===== config.mk =====
export PLATFORM = sky130hd
export DESIGN_NAME = fri_top
export DESIGN_NICKNAME = d
export VERILOG_FILES = /design/src/inc/fri_pkg.sv /design/src/design/fri_top.sv
export VERILOG_INCLUDE_DIRS = /design/src /design/src/inc
export SDC_FILE = /design/constraint.sdc
export NUM_CORES = 1
export LEC_CHECK = 0
export ABC_AREA = 1
export BUFFER_PORTS_ARGS = -buffer_cell sky130_fd_sc_hd__buf_2
export CAP_MARGIN = 20
export CORE_MARGIN = 2
export CORE_UTILIZATION = 30
export CTS_BUF_LIST = sky130_fd_sc_hd__clkbuf_8
export CTS_CLUSTER_DIAMETER = 30
export DETAILED_ROUTE_END_ITERATION = 8
export PLACE_DENSITY = 0.59
export SLEW_MARGIN = 30
export SYNTH_ARGS = -nofsm -noshare
export SYNTH_HDL_FRONTEND = slang
export SYNTH_SLANG_ARGS = --single-unit
export TNS_END_PERCENT = 100

===== constraint.sdc =====
create_clock -name clk -period 4.58 [get_ports clk]
set_input_delay 0.229 -clock clk [delete_from_list [all_inputs] [get_ports clk]]
set_output_delay 0.229 -clock clk [all_outputs]
set_load 0.02 [all_outputs]

===== src/inc/fri_params.svh =====
// Constants of the FIFO status and range interrupt block
`ifndef FRI_PARAMS_SVH
`define FRI_PARAMS_SVH
// ****************************************************************
// Register offsets
// ****************************************************************
`define FRI_ADDR_LEVEL 8'h14
`define FRI_ADDR_CTRL 8'h15
`define FRI_ADDR_INEN 8'h16
`define FRI_ADDR_STAT 8'h17
`define FRI_ADDR_HPF 8'h18
// ****************************************************************
// Field positions and reset values
// ****************************************************************
`define FRI_CTRL_FLUSH 0
`define FRI_CTRL_OVW 6
`define FRI_INEN_RDY 7
`define FRI_STAT_OVW 14
`define FRI_CTRL_RST 7'h00
`define FRI_INEN_RST 8'h80
`define FRI_HPF_RST 5'h00
// ****************************************************************
// FIFO geometry, thresholds and filter divisor
// ****************************************************************
`define FRI_DEPTH 7'h40
`define FRI_THR_7_8 7'h38
`define FRI_THR_6_8 7'h30
`define FRI_THR_4_8 7'h20
`define FRI_THR_2_8 7'h10
`define FRI_THR_1_8 7'h08
`define FRI_NCH 3'h6
`define FRI_MODE_SEQ4 3'h4
`define FRI_CMP_RESULT 2'h0
`define FRI_CMP_DELTA 2'h1
`define FRI_CMP_HPF 2'h2
// Base divisor 39.0625 scaled by 16
`define FRI_DIV_BASE_X16 17'h00271
`endif


===== src/inc/fri_pkg.sv =====
// Types of the FIFO status and range interrupt block
package fri_pkg;
  // One conversion result entering the FIFO
  typedef struct packed {
    logic valid;
    logic [2:0] ch;
    logic [23:0] data;
    logic [23:0] highpass_compare_control;
  } fri_result_t;

  typedef logic [5:0][23:0] fri_bounds_t;

  // Whole state of the block
  typedef struct packed {
    logic [6:0] count;
    logic ovw;
    logic [5:0] chst;
    logic rdy;
    logic [6:0] ctrl;
    logic [7:0] inen;
    logic [4:0] highpass_compare_control;
    logic [5:0][23:0] prev;
    logic [15:0] rdata;
    logic rvalid;
    logic irq;
    logic flush;
    logic range_hit;
    logic ovw_entry;
    logic [6:0] count_out;
    logic [16:0] div;
  } fri_state_t;
endpackage : fri_pkg


===== src/design/fri_top.sv =====
// FIFO fill status, range checks and interrupt output
// Overview of operation
// - Seven-bit read-only count of results held in the FIFO, level bits 6:0.
// - Writing 1 to control bit 0 empties the FIFO, count returns to zero.
// - Control bit 6 lets a FIFO overwrite drive the interrupt output.
// - Control bits 5..1 enable 7/8, 6/8, 4/8, 2/8, 1/8 threshold interrupts.
// - Modes 1-3 raise data-ready interrupt only while its enable, reset 1, is set.
// - Mode 4 ignores the data-ready enable bit.
// - Input enable bits 5:0 let each channel interrupt when out of range.
// - Status bits 5:0 set when that channel is found out of range.
// - Reading the status register clears the six channel bits.
// - Threshold status bits follow the live level and never latch.
// - Status bit 14 sets on a FIFO overwrite.
// - Status bits 13..9 show 7/8, 6/8, 4/8, 2/8, 1/8 full.
// - Bits 4:3 pick result, delta or filter output for the limit compare.
// - Bits 2:0 set filter cutoff, scan rate over 39.0625 doubled per code.
// - Beyond 64 results the newest overwrites the oldest, flagging overwrite.
// - Out of range means the compared value lies outside lower..upper.
`timescale 1ns/1ps
`include "fri_params.svh"
module fri_top (
  // Clock and reset
  input wire logic clk,
  input wire logic rst_n,
  // Register access from the serial control port
  input wire logic [7:0] reg_addr,
  input wire logic reg_wr,
  input wire logic reg_rd,
  input wire logic [7:0] reg_wdata,
  output logic [15:0] reg_rdata,
  output logic reg_rvalid,
  // Conversion results and FIFO drain
  input wire fri_pkg::fri_result_t result,
  input wire logic fifo_pop,
  input wire logic [2:0] seq_mode,
  // Per-channel limits
  input wire fri_pkg::fri_bounds_t channel_lower_bound,
  input wire fri_pkg::fri_bounds_t channel_upper_bound,
  // Status towards the data path and the pin
  output logic irq_out,
  output logic [6:0] fifo_fill_count,
  output logic fifo_flush,
  output logic out_of_range_flag,
  output logic overwrite_flag,
  output logic [16:0] cutoff_div_x16
);
  import fri_pkg::*;

  fri_state_t s_q;
  fri_state_t s_d;

  // ****************************************************************
  // Helpers
  // ****************************************************************
  function automatic logic [4:0] thresholds(input logic [6:0] c);
    thresholds = {c >= `FRI_THR_7_8, c >= `FRI_THR_6_8,
                  c >= `FRI_THR_4_8, c >= `FRI_THR_2_8,
                  c >= `FRI_THR_1_8};
  endfunction : thresholds

  function automatic logic outside(input logic [23:0] v,
                                   input logic [23:0] lo,
                                   input logic [23:0] hi);
    outside = ($signed(v) < $signed(lo)) || ($signed(v) > $signed(hi));
  endfunction : outside

  // ****************************************************************
  // Decoded accesses and combinational terms
  // ****************************************************************
  logic wr_ctrl;
  logic wr_inen;
  logic wr_hpf;
  logic rd_stat;
  logic flush_req;
  logic ch_ok;
  logic push;
  logic pop;
  logic overwrite;
  logic [4:0] thr;
  logic [23:0] cmp_val;
  logic cmp_on;
  logic range_now;
  logic [5:0] ch_hit;
  logic rdy_en;
  logic [15:0] stat_word;
  logic [15:0] rd_word;

  assign wr_ctrl = reg_wr && (reg_addr == `FRI_ADDR_CTRL);
  assign wr_inen = reg_wr && (reg_addr == `FRI_ADDR_INEN);
  assign wr_hpf = reg_wr && (reg_addr == `FRI_ADDR_HPF);
  assign rd_stat = reg_rd && (reg_addr == `FRI_ADDR_STAT);
  assign flush_req = wr_ctrl && reg_wdata[`FRI_CTRL_FLUSH];
  assign ch_ok = result.ch < `FRI_NCH;
  assign push = result.valid;
  assign pop = fifo_pop && (s_q.count != 7'h00);
  // Full FIFO taking a result with no drain loses its oldest entry
  assign overwrite = push && !pop && (s_q.count == `FRI_DEPTH);
  assign thr = thresholds(s_q.count);

  // Compare source mux; code 3 disables the check
  always_comb
  begin
    cmp_val = result.data;
    cmp_on = 1'b1;
    case (s_q.highpass_compare_control[4:3])
      `FRI_CMP_RESULT: cmp_val = result.data;
      `FRI_CMP_DELTA: cmp_val = result.data - s_q.prev[result.ch];
      `FRI_CMP_HPF: cmp_val = result.highpass_compare_control;
      default: cmp_on = 1'b0;
    endcase
  end

  assign range_now = push && ch_ok && cmp_on &&
    outside(cmp_val, channel_lower_bound[result.ch],
            channel_upper_bound[result.ch]);
  assign ch_hit = range_now ? 6'(6'h01 << result.ch) : 6'h00;

  // Mode 4 treats the data-ready enable as always on
  assign rdy_en = (seq_mode == `FRI_MODE_SEQ4) ||
                  s_q.inen[`FRI_INEN_RDY];

  assign stat_word = {1'b0, s_q.ovw, thr, 3'h0, s_q.chst};

  always_comb
  begin
    case (reg_addr)
      `FRI_ADDR_LEVEL: rd_word = {9'h000, s_q.count};
      `FRI_ADDR_CTRL: rd_word = {9'h000, s_q.ctrl};
      `FRI_ADDR_INEN: rd_word = {8'h00, s_q.inen};
      `FRI_ADDR_STAT: rd_word = stat_word;
      `FRI_ADDR_HPF: rd_word = {11'h000, s_q.highpass_compare_control};
      default: rd_word = 16'h0000;
    endcase
  end

  // ****************************************************************
  // Next state
  // ****************************************************************
  always_comb
  begin
    s_d = s_q;
    s_d.flush = flush_req;
    s_d.rvalid = reg_rd;
    if (reg_rd)
    begin
      s_d.rdata = rd_word;
    end
    // Fill count; flush outranks a same-cycle push
    if (flush_req)
    begin
      s_d.count = 7'h00;
    end
    else if (!overwrite)
    begin
      s_d.count = 7'(s_q.count + {6'h00, push} - {6'h00, pop});
    end
    // Sticky bits: the new event wins over the read that clears
    if (rd_stat)
    begin
      s_d.chst = 6'h00;
      s_d.ovw = 1'b0;
    end
    s_d.chst = s_d.chst | ch_hit;
    if (overwrite)
    begin
      s_d.ovw = 1'b1;
    end
    // Data-ready pending clears once the host drains a result
    if (pop || flush_req)
    begin
      s_d.rdy = 1'b0;
    end
    if (push && rdy_en && (seq_mode != 3'h0))
    begin
      s_d.rdy = 1'b1;
    end
    if (wr_ctrl)
    begin
      // Flush bit is a strobe and reads back as zero
      s_d.ctrl = {reg_wdata[6:1], 1'b0};
    end
    if (wr_inen)
    begin
      s_d.inen = {reg_wdata[7], 1'b0, reg_wdata[5:0]};
    end
    if (wr_hpf)
    begin
      s_d.highpass_compare_control = reg_wdata[4:0];
    end
    if (push && ch_ok)
    begin
      s_d.prev[result.ch] = result.data;
    end
    s_d.range_hit = range_now;
    s_d.ovw_entry = overwrite;
    s_d.count_out = s_d.count;
    s_d.div = 17'(`FRI_DIV_BASE_X16 << s_q.highpass_compare_control[2:0]);
    s_d.irq = (s_q.ovw && s_q.ctrl[`FRI_CTRL_OVW]) ||
              |(thr & s_q.ctrl[5:1]) ||
              |(s_q.chst & s_q.inen[5:0]) ||
              s_q.rdy;
  end

  always_ff @(posedge clk)
  begin
    if (!rst_n)
    begin
      s_q <= '0;
      s_q.ctrl <= `FRI_CTRL_RST;
      s_q.inen <= `FRI_INEN_RST;
      s_q.highpass_compare_control <= `FRI_HPF_RST;
      s_q.div <= `FRI_DIV_BASE_X16;
    end
    else
    begin
      s_q <= s_d;
    end
  end

  // ****************************************************************
  // Outputs
  // ****************************************************************
  assign reg_rdata = s_q.rdata;
  assign reg_rvalid = s_q.rvalid;
  assign irq_out = s_q.irq;
  assign fifo_fill_count = s_q.count_out;
  assign fifo_flush = s_q.flush;
  assign out_of_range_flag = s_q.range_hit;
  assign overwrite_flag = s_q.ovw_entry;
  assign cutoff_div_x16 = s_q.div;

  // ****************************************************************
  // Checks
  // ****************************************************************
  a_count_bounded: assert property (@(posedge clk) disable iff (!rst_n)
    s_q.count <= `FRI_DEPTH)
    else $error("fill count above depth");

  a_flush_empties: assert property (@(posedge clk) disable iff (!rst_n)
    flush_req |=> (s_q.count == 7'h00) && fifo_flush)
    else $error("flush did not empty the FIFO");

  a_ovw_irq: assert property (@(posedge clk) disable iff (!rst_n)
    (s_q.ovw && s_q.ctrl[`FRI_CTRL_OVW]) |=> irq_out)
    else $error("overwrite did not raise interrupt");

  a_thr_irq: assert property (@(posedge clk) disable iff (!rst_n)
    (|(thr & s_q.ctrl[5:1])) |=> irq_out)
    else $error("threshold did not raise interrupt");

  a_rdy_gate: assert property (@(posedge clk) disable iff (!rst_n)
    (push && seq_mode != 3'h0 && seq_mode != `FRI_MODE_SEQ4
     && !s_q.inen[`FRI_INEN_RDY] && !s_q.rdy) |=> !s_q.rdy)
    else $error("data ready set while disabled");

  a_mode4_rdy: assert property (@(posedge clk) disable iff (!rst_n)
    (push && seq_mode == `FRI_MODE_SEQ4) |=> s_q.rdy ##1 irq_out)
    else $error("mode 4 data ready not raised");

  a_ch_irq: assert property (@(posedge clk) disable iff (!rst_n)
    (|(s_q.chst & s_q.inen[5:0])) |=> irq_out)
    else $error("channel range did not raise interrupt");

  a_range_sets: assert property (@(posedge clk) disable iff (!rst_n)
    range_now |=> s_q.chst[$past(result.ch)] && out_of_range_flag)
    else $error("out of range not recorded");

  a_read_clears: assert property (@(posedge clk) disable iff (!rst_n)
    (rd_stat && !range_now) |=> s_q.chst == 6'h00)
    else $error("status read did not clear channel bits");

  a_thr_live: assert property (@(posedge clk) disable iff (!rst_n)
    reg_rd && reg_addr == `FRI_ADDR_STAT |=>
      reg_rdata[13:9] == thresholds($past(s_q.count)))
    else $error("threshold bits not live");

  // A flush in the same cycle still empties the FIFO
  a_ovw_flag: assert property (@(posedge clk) disable iff (!rst_n)
    overwrite |=> s_q.ovw && overwrite_flag &&
      s_q.count == ($past(flush_req) ? 7'h00 : `FRI_DEPTH))
    else $error("overwrite not flagged");

  // Divisor is registered from the code held one cycle earlier
  a_div_code: assert property (@(posedge clk) disable iff (!rst_n)
    cutoff_div_x16 ==
      17'(`FRI_DIV_BASE_X16 << $past(s_q.highpass_compare_control[2:0])))
    else $error("cutoff divisor wrong");

  a_irq_quiet: assert property (@(posedge clk) disable iff (!rst_n)
    (!s_q.rdy && !(s_q.ovw && s_q.ctrl[`FRI_CTRL_OVW]) &&
     !(|(thr & s_q.ctrl[5:1])) && !(|(s_q.chst & s_q.inen[5:0])))
    |=> !irq_out)
    else $error("interrupt without enabled cause");

  a_cmp_reserved: assert property (@(posedge clk) disable iff (!rst_n)
    (s_q.highpass_compare_control[4:3] == 2'h3) |-> !range_now)
    else $error("reserved compare code flagged a channel");
endmodule : fri_top


# --- Yosys cells after proc, flatten, opt, wreduce, memory -nomap -nowiden ---
# Cells that the tools add are included.
word_totals:
  ff_bits: 215
  inputBits: 364
  output_inout_bits: 45
  wordCells: 97
op_classes:
  addsub: 3
  n_lt_le_gt_ge: 10
  eq_ne: 9
  shifts: 2
  mux: 18
  bitwise: 4
  n_reduce_logical: 31
op_table:
  columns: ["cell", "count"]
  rows:
  - ["24-bit binary-select mux with 3-bit select", 3]
  - ["144-bit bitwise mux", 1]
  - ["24-bit two-way mux", 4]
  - ["15-bit one-hot mux with 5 select lines", 1]
  - ["24-bit demux with 3-bit select", 1]
  - ["24-bit one-hot mux with 2 select lines", 1]
  - ["8-bit by 5-bit equality test with 1-bit output (second input constant)", 5]
  - ["24-bit greater-than comparator", 1]
  - ["24-bit less-than comparator", 1]
  - ["24-bit subtractor", 1]
  - ["7-bit by 6-bit greater-or-equal comparator with 1-bit output (second input constant)", 3]
  - ["10-bit by 3-bit << shifter with 17-bit output (first input constant)", 1]
  - ["1-bit logical AND", 15]
  - ["7-bit two-way mux", 2]
  - ["7-bit by 1-bit adder with 7-bit output", 1]
  - ["7-bit equality test (second input constant)", 1]
  - ["7-bit by 4-bit greater-or-equal comparator with 1-bit output (second input constant)", 1]
  - ["7-bit by 5-bit greater-or-equal comparator with 1-bit output (second input constant)", 1]
  - ["7-bit nonzero test", 1]
  - ["7-bit by 1-bit subtractor with 7-bit output", 1]
  - ["6-bit bitwise AND", 1]
  - ["1-bit logical OR", 6]
  - ["6-bit two-way mux", 1]
  - ["6-bit OR", 1]
  - ["other kinds (18)", 22]

# --- Logic depth before layout (Yosys ltp) ---
# Gate-level depths: netlist of run 1.
logic_depth:
  ltp_word: 9
  ltp_mapped: 35

# --- Worst setup path after synthesis of run 1 ---
# OpenSTA, ideal clock, no wires.
synth_timing:
  path_type: "input -> register"
  start: "input result[48] (netlist name)"
  end: "register s_q, in the netlist out_of_range_flag"
  setup_time_ns: 0.115
  t_arrival_ns: 4.318
  required_time_ns: 4.465
  slack_ns: 0.147
  cell_stages: 34
  cell_sequence: "buf_2 > nor2_4 > inv_2 > nor2_1 > buf_2 > buf_2 > a22oi_1 > nand2_1 > ha_1 > inv_1 > fa_1 > nand2_1 > inv_1 > o21ai_0 > nand2_1 > inv_1 > o21ai_0 > a21oi_1 > o21bai_1 > a21boi_0 > o21ai_0 > a21oi_1 > ha_1 > nand2_1 > inv_1 > nand2_1 > nand3_1 > a211oi_1 > nand3_1 > nand2_1 > o21ai_0 > nand2_1 > nand3_4 > and2_1"
synth_via:
  elab_chain_len: 7
synth_rtl:
  columns: ["item", "line_no", "rtl"]
  rows:
  - ["start, declared", "fri_top.sv:33", "input wire fri_pkg::fri_result_t result,"]
  - ["24-bit binary-select mux with 3-bit select", "fri_top.sv:107", "`FRI_CMP_DELTA: cmp_val = result.data - s_q.prev[result.ch];"]
  - ["24-bit two-way mux (implied by the code)", "fri_top.sv:107", null]
  - ["24-bit subtractor", "fri_top.sv:107", null]
  - ["24-bit one-hot mux with 2 select lines", "fri_top.sv:105", "case (s_q.highpass_compare_control[4:3])"]
  - ["24-bit less-than comparator / 24-bit greater-than comparator (equally long branches)", "fri_top.sv:64", "outside = ($signed(v) < $signed(lo)) || ($signed(v) > $signed(hi));"]
  - ["1-bit logical OR", "fri_top.sv:64", null]
  - ["1-bit logical AND (*)", "fri_top.sv:113", "assign range_now = push && ch_ok && cmp_on &&"]
  - ["end, declared", "fri_top.sv:49", "fri_state_t s_q;"]
# Mark *: on every way between the ends. The rest lies on a longest branch, timed or not. The select of a mux whose other input is x is not followed.
# A chain may end at the register's enable or synchronous reset.

# --- Worst setup path after layout of run 1 ---
layout_timing:
  start: "register s_q[64] (netlist name)"
  end: "register s_q[215] (netlist name)"
layout_via:
  elab_chain_len: 9
layout_rtl:
  columns: ["item", "line_no", "rtl"]
  rows:
  - ["24-bit binary-select mux with 3-bit select (*)", "fri_top.sv:107", null]
  - ["24-bit two-way mux (implied by the code) (*)", "fri_top.sv:107", null]
  - ["24-bit subtractor (*)", "fri_top.sv:107", null]
  - ["24-bit one-hot mux with 2 select lines (*)", "fri_top.sv:105", null]
  - ["24-bit less-than comparator / 24-bit greater-than comparator (equally long branches)", "fri_top.sv:64", null]
  - ["1-bit logical OR (*)", "fri_top.sv:64", null]
  - ["1-bit logical AND (*)", "fri_top.sv:113", null]
  - ["6-bit two-way mux (*)", "fri_top.sv:116", "assign ch_hit = range_now ? 6'(6'h01 << result.ch) : 6'h00;"]
  - ["6-bit OR (*)", "fri_top.sv:163", "s_d.chst = s_d.chst | ch_hit;"]
# Marked as above.

==> flow_summary.json, run 1 <==
{
  "finalSetupViolCount": 0,
  "timing_hold_violations_final": 0,
  "timing.hold.ws_ps": 37.0,
  "post_synthesis_cell_count": 1929,
  "peakVddDrop_mv": 0.187,
  "cell_variety_after_synth": 49,
  "critical_path_buf_inv_count": 1,
  "timing.critical_path.from": "s_q[64]",
  "instances_no_fill": 3018,
  "power_per_unit_of_standard_cell_area_nw_per_um2": 321,
  "floorplan.initialDensity_pct": 30.3,
  "yosys_most_used_dff": "sky130_fd_sc_hd__dfxtp_1",
  "cts.root.buffer_cell": "sky130_fd_sc_hd__clkbuf_8",
  "post_synth.cell_area_avg_sq_um": 7.10,
  "timing.reg2reg.worst_path_depth": 24,
  "port_buffers": 406,
  "cpLargestDelayFamily": "compound AO/OA/AOI/OAI gates",
  "end_kind": "flip-flop",
  "via_per_inst": 5.35,
  "postLayoutCoreUtil_pct": 40.8,
  "drc": 0,
  "clock-sinks": 213,
  "num_rows": 78,
  "mappedNetlistArea_sq_um": 13700,
  "max_slew_margin_pct": 34.6,
  "delay_contributed_by_the_slowest_stage_of_the_critical_path_ps": 340,
  "syn_to_final_growth_pct": 34.6,
  "synth_top_area_cell": "sky130_fd_sc_hd__dfxtp_1",
  "grt_antenna_before_repair": 1,
  "place_hpwl_mm": 42.8,
  "routed_wire_length_mm": 56.4,
  "final_cell_mix": "sky130_fd_sc_hd__buf_2, sky130_fd_sc_hd__nand2_1, sky130_fd_sc_hd__a21oi_1, sky130_fd_sc_hd__dfxtp_1, sky130_fd_sc_hd__nand3_1",
  "cts_buffers": 48,
  "cts-htree-levels": 2,
  "worstHoldPathType": "input pin to flip-flop",
  "worst-endpoint-arrival_ps": 4900,
  "first_pass_grt_wire_length_mm": 85.1,
  "crit_path_start_kind": "flip-flop",
  "worst_r2r_startpoint": "s_q[64]",
  "num-nets-final": 2842,
  "cell_by_cell_listing_of_the_critical_path": "a22oi_1, a21oi_1, a221oi_2, ha_1, buf_4, a21o_1, a211oi_2, o221ai_2, or2_2, nand3_1, a21oi_1, ha_1, nand2_1, nor2_4, nand4_1, nor3_2, o21ai_2, nand3_2, nand2_1, o21ai_0, nand2_1, nand3_4, nand3_1, nand2_1",
  "clock-skew-final_ps": 28.5,
  "numPlacedInstances": 2911,
  "synth_seq_area_share_pct": 31.1,
  "grtUsageTotal_pct": 22.6,
  "place_congestion": 0.927,
  "design.portCount": 409,
  "fillCellCount": 4696,
  "max_cap_viol_count": 0,
  "period_share_pct": 96.0,
  "final_layout_size_suffix_gt1_share_pct": 29.5,
  "maximum_number_of_pins_on_one_net_before_global_route_repair": 83,
  "drt-wirelength-per-cell_microns": 18.7,
  "cts_max_path_buffers": 3,
  "cp_num_cells": 24,
  "die_h_microns": 218,
  "cp_data_required_time_ps": 5090,
  "maxClockFrequency_mhz": 227,
  "layout_commonest_cell": "sky130_fd_sc_hd__buf_2",
  "grt_overflow_total": 0,
  "status": "finished clean",
  "clk_transition_reported_paths_ps": 60,
  "post-synth-top-area-fraction_pct": 31.1,
  "ant_nets": 0,
  "leakagePower_uw": 0.00781,
  "die_width_microns": 218,
  "worst-r2r-setup-slack_ps": 180,
  "async_reset_ff_share_pct": 0,
  "tritoncts": "built",
  "cp_max_fo": 7,
  "yosys_register_bits": 213,
  "synth_top_cells_by_area": "sky130_fd_sc_hd__dfxtp_1, sky130_fd_sc_hd__a21oi_1, sky130_fd_sc_hd__nand2_1",
  "reg2reg_to": "s_q[215]",
  "first_drt_iteration_drcs": 1616,
  "report.final.slew_viol_count": 0,
  "critical_path.endpoint": "s_q[215]",
  "worstSetupPathType": "flip-flop to flip-flop",
  "post-route-min-period_ps": 4400,
  "cpMostUsedCell": "sky130_fd_sc_hd__nand2_1",
  "synth-edff-count": 0,
  "slowest_stage": "sky130_fd_sc_hd__a211oi_2",
  "die_area_sq_um": 47400,
  "core-area_sq_um": 45200,
  "insertion_delay_ps": 580,
  "design_power_total_uw": 5910,
  "timing_worst_slew_pin_value_ps": 979,
  "drt_pre_antenna_iters": 6,
  "grt_pass1_vias": 15200,
  "ys.warnings.count": 0,
  "routed_vias": 16200
}
metal layers:
layer	up-vias	part of all wire, %	track usage, %
met5	-	0.025	0
met4	2	2.0	5.43
met3	102	7.1	3.36
met2	668	46	36.7
met1	7605	45	31.4
li1	7775	-	-
flip-flops by register name, indices dropped and copies added, names as in the netlist:
register           cells
fifo_fill_count        7
cutoff_div_x16        17
reg_rdata             14
overwrite_flag         1
fifo_flush             1
irq_out                1
s_q                  170
reg_rvalid             1
out_of_range_flag      1
layout make-up:
| type | count | area (sq um) | share of cell area (%) |
|---|---|---|---|
| Timing Repair Buffer | 565 | 3380 | 18.4 |
| Inverter | 106 | 402 | 2.18 |
| Sequential cell | 213 | 4260 | 23.1 |
| Antenna cell | 1 | 2.50 | 0.0136 |
| Tap cell | 600 | 751 | 4.07 |
| Clock inverter | 33 | 349 | 1.89 |
| Multi-Input combinational cell | 1445 | 8520 | 46.2 |
| Clock buffer | 55 | 757 | 4.11 |
worst register-to-register path: cells and delay by family (launching register included):
family | cells | cell delay [ps]
AOI/OAI and AO/OA | 9 | 1680
DFF | 1 | 310
and+or+nand+nor | 12 | 1600
buffers and inverters | 1 | 150
adders and majority gates | 2 | 600
cell usage after synthesis (2+ instances only):
library cell and instances:
sky130_fd_sc_hd__xor2_1 5, sky130_fd_sc_hd__buf_4 40, sky130_fd_sc_hd__a31oi_1 2, sky130_fd_sc_hd__o21a_1 3, sky130_fd_sc_hd__a22oi_1 85, sky130_fd_sc_hd__a21oi_1 291
sky130_fd_sc_hd__nor2_1 123, sky130_fd_sc_hd__nor3_1 11, sky130_fd_sc_hd__buf_2 15, sky130_fd_sc_hd__nand4_1 7, sky130_fd_sc_hd__nor4_1 3, sky130_fd_sc_hd__o211ai_1 2
sky130_fd_sc_hd__inv_1 98, sky130_fd_sc_hd__xnor2_1 2, sky130_fd_sc_hd__o311ai_0 2, sky130_fd_sc_hd__o2111ai_1 3, sky130_fd_sc_hd__a21boi_0 12, sky130_fd_sc_hd__nand2_2 4
sky130_fd_sc_hd__a221o_1 29, sky130_fd_sc_hd__o21bai_1 4, sky130_fd_sc_hd__ha_1 97, sky130_fd_sc_hd__a211oi_1 6, sky130_fd_sc_hd__clkbuf_1 106, sky130_fd_sc_hd__dfxtp_1 213
sky130_fd_sc_hd__a21o_1 4, sky130_fd_sc_hd__buf_1 5, sky130_fd_sc_hd__o22ai_1 65, sky130_fd_sc_hd__nand3_1 150, sky130_fd_sc_hd__or2_2 8, sky130_fd_sc_hd__fa_1 2
sky130_fd_sc_hd__inv_2 8, sky130_fd_sc_hd__nand2_1 333, sky130_fd_sc_hd__o21ai_0 130, sky130_fd_sc_hd__a221oi_1 46
through the flow:
stage	worst slack (ps)	cell area, sq um	setup TNS [ps]
2_1_floorplan	147	13700	0
3_3_place_gp	-755	16900	-5240
3_5_place_dp	-831	16900	-5740
4_1_cts	19.5	18200	0
5_1_grt	-19.9	18400	-22.4
6_report	184	18400	0
how the worst min path moves through the flow:
stage | cells after the start | to | from
6_report | 3 | s_q[158] | result[41]
5_1_grt | 3 | s_q[158] | result[41]
4_1_cts | 3 | s_q[158] | result[41]
3_5_place_dp | 3 | s_q[201] | reg_wdata[7]
3_3_place_gp | 3 | s_q[201] | reg_wdata[7]
2_1_floorplan | 2 | s_q[201] | reg_wdata[7]
repair_timing:
item | CTS | global route
buffers inserted | 0 | 1
hold endpoints to repair | 29 | 0
gates resized for setup | 6 | 55
pin swaps | 1 | 13
gates cloned | 0 | 0
endpoints found under the setup margin | 7 | 7
hold buffers | 17 | 0
where the power goes:
part,internal (uW),switching [uW],total [uW]
Sequential,1920,73.8,1990
Combinational,618,878,1500
Clock,1460,952,2420
Total,4000,1900,5910
cell families after synthesis:
family / after synthesis / synth area share [%]
AO/OA/AOI/OAI: 688 / 30.4
XOR/XNOR: 7 / 0.448
adder cells (fa/ha/maj): 99 / 9.16
buffers and inverters: 272 / 8.69
flip-flops: 213 / 31.1
other: 1 / 0.0274
AND/OR/NAND/NOR: 649 / 20.1
Note: power is estimated with default switching activity, not from simulation.
==> inputs of run 2 (changes only) <==
Settings changed: CORE_UTILIZATION 30 to 49, PLACE_DENSITY 0.59 to 0.85.
==> run 2 against run 1 <==
  * Worst setup slack improved by 73 ps
  * First-iteration DRC count rose by 11%
  * Largest power group unchanged
  * Clock power fell by 13%
  * Critical path type is now input pin to flip-flop
  * Critical path depth rose by 4
  * Via count rose by 2.6%
==> flow_summary.json, run 2 (synthesized netlist as in run 1, its figures left out) <==
{
  "power_per_unit_of_standard_cell_area_nw_per_um2": 315,
  "min-delay-start": "result[24]",
  "max_flop_register": "s_q",
  "core-area_sq_um": 27600,
  "cts_buffers": 44,
  "cpMostUsedCell": "sky130_fd_sc_hd__nand2_1",
  "numPlacedInstances": 2675,
  "timing.critical_path.from": "result[48]",
  "end_kind": "flip-flop",
  "cts-htree-levels": 2,
  "num-nets-final": 2817,
  "routed_vias": 16600,
  "timing_worst_slew_pin_value_ps": 947,
  "insertion_delay_ps": 560,
  "status": "finished clean",
  "area.sequential_sq_um": 4260,
  "largest_reg_flops": 170,
  "cpLargestDelayFamily": "simple AND/OR/NAND/NOR gates",
  "peakVddDrop_mv": 0.210,
  "period_share_pct": 94.4,
  "grtUsageTotal_pct": 34.6,
  "die_h_microns": 171,
  "first_drt_iteration_drcs": 1801,
  "port_buffers": 406,
  "grt_overflow_total": 0,
  "routed_wire_length_mm": 54.3,
  "timing_hold_violations_final": 0,
  "area_occupied_by_multi_input_gates_sq_um": 8400,
  "drt-wirelength-per-cell_microns": 19.6,
  "timing.hold.ws_ps": 29.0,
  "final_cell_mix": "sky130_fd_sc_hd__buf_2, sky130_fd_sc_hd__nand2_1, sky130_fd_sc_hd__a21oi_1, sky130_fd_sc_hd__dfxtp_1, sky130_fd_sc_hd__nand3_1",
  "ant_nets": 0,
  "worstHoldPathType": "input pin to flip-flop",
  "worst-endpoint-arrival_ps": 4760,
  "crit_path_start_kind": "input pin",
  "syn_to_final_growth_pct": 29.0,
  "cp_max_fo": 18,
  "fillCellCount": 2481,
  "clock-skew-final_ps": 35.3,
  "post-route-min-period_ps": 4320,
  "die_area_sq_um": 29300,
  "instances_no_fill": 2764,
  "design.portCount": 409,
  "clk_transition_reported_paths_ps": 60,
  "floorplan.initialDensity_pct": 49.6,
  "setup-tns-final_ps": 0,
  "place_congestion": 0.970,
  "max_slew_margin_pct": 36.7,
  "tritoncts": "built",
  "final_layout_size_suffix_gt1_share_pct": 28.0,
  "report.final.slew_viol_count": 0,
  "via_per_inst": 6.00,
  "worst_r2r_startpoint": "s_q[122]",
  "max_cap_viol_count": 0,
  "preCtsSetupSlack_ps": -370,
  "place_hpwl_mm": 40.5,
  "leakagePower_uw": 0.00759,
  "first_pass_grt_wire_length_mm": 79.5,
  "cts.root.buffer_cell": "sky130_fd_sc_hd__clkbuf_8",
  "worstSetupPathType": "input pin to flip-flop",
  "layout_commonest_cell": "sky130_fd_sc_hd__buf_2",
  "drc": 0,
  "die_width_microns": 171,
  "delay_contributed_by_the_slowest_stage_of_the_critical_path_ps": 320,
  "grt_pass1_vias": 15100,
  "cts_max_path_buffers": 3,
  "finalSetupViolCount": 0,
  "drt_pre_antenna_iters": 6,
  "setup_ws_ps": 258,
  "num_rows": 61,
  "cp_data_required_time_ps": 5010,
  "maxClockFrequency_mhz": 231,
  "grt_antenna_before_repair": 4,
  "clock-sinks": 213,
  "critical_path_buf_inv_count": 4,
  "maximum_number_of_pins_on_one_net_before_global_route_repair": 66,
  "slowest_stage": "sky130_fd_sc_hd__ha_1"
}
[run 2: cell type report]
cell class / instances / share of cell area, %
sequential: 213 / 24.1
multi-input combinational: 1445 / 47.6
clock buffer: 48 / 3.74
inverter: 106 / 2.26
antenna: 2 / 0.0283
timing repair buffer: 544 / 18.0
clock inverter: 28 / 1.58
tap: 378 / 2.68
[run 2: worst min-delay path: stages]
cell	delay (ps)
sky130_fd_sc_hd__buf_2	150
sky130_fd_sc_hd__nand3_1	90
sky130_fd_sc_hd__a21oi_1	60
[run 2: layer usage]
metal	vias to the layer above	wire length, microns	track usage, %
li1	7718	-	-
met1	7633	21500	43.5
met2	1033	24500	55.7
met3	192	5360	7.43
met4	4	3010	17.8
met5	-	27	0
[run 2: repair_timing]
item | 4_1_cts | 5_1_grt
endpoints found under the hold margin | 13 | 0
setup endpoints to repair | 0 | 7
buffers inserted | 0 | 3
hold buffers | 8 | 0
gates resized for setup | 0 | 34
[run 2: power breakdown]
part | internal [uW] | total, uW | switching (uW)
logic | 603 | 1470 | 869
clock network | 1210 | 2100 | 889
registers | 1920 | 1990 | 73.9
total | 3740 | 5570 | 1830
[run 2: per-stage QoR]
stage	util, %	total power (uW)	cell area, sq um
global route	63.9	5840	17700
CTS	63.3	5540	17500
floorplan	-	2890	13700
global placement	59.6	3400	16500
detailed placement	59.6	3450	16500
finish	63.9	5570	17700
[run 2: path summary, 6_finish.rpt]
kind | endpoint | slack, ps | cells after the start
min reg2reg | s_q[90] | 460 | 2
min | s_q[165] | 30 | 3
max | s_q[214] | 260 | 28
max reg2reg | s_q[214] | 310 | 23
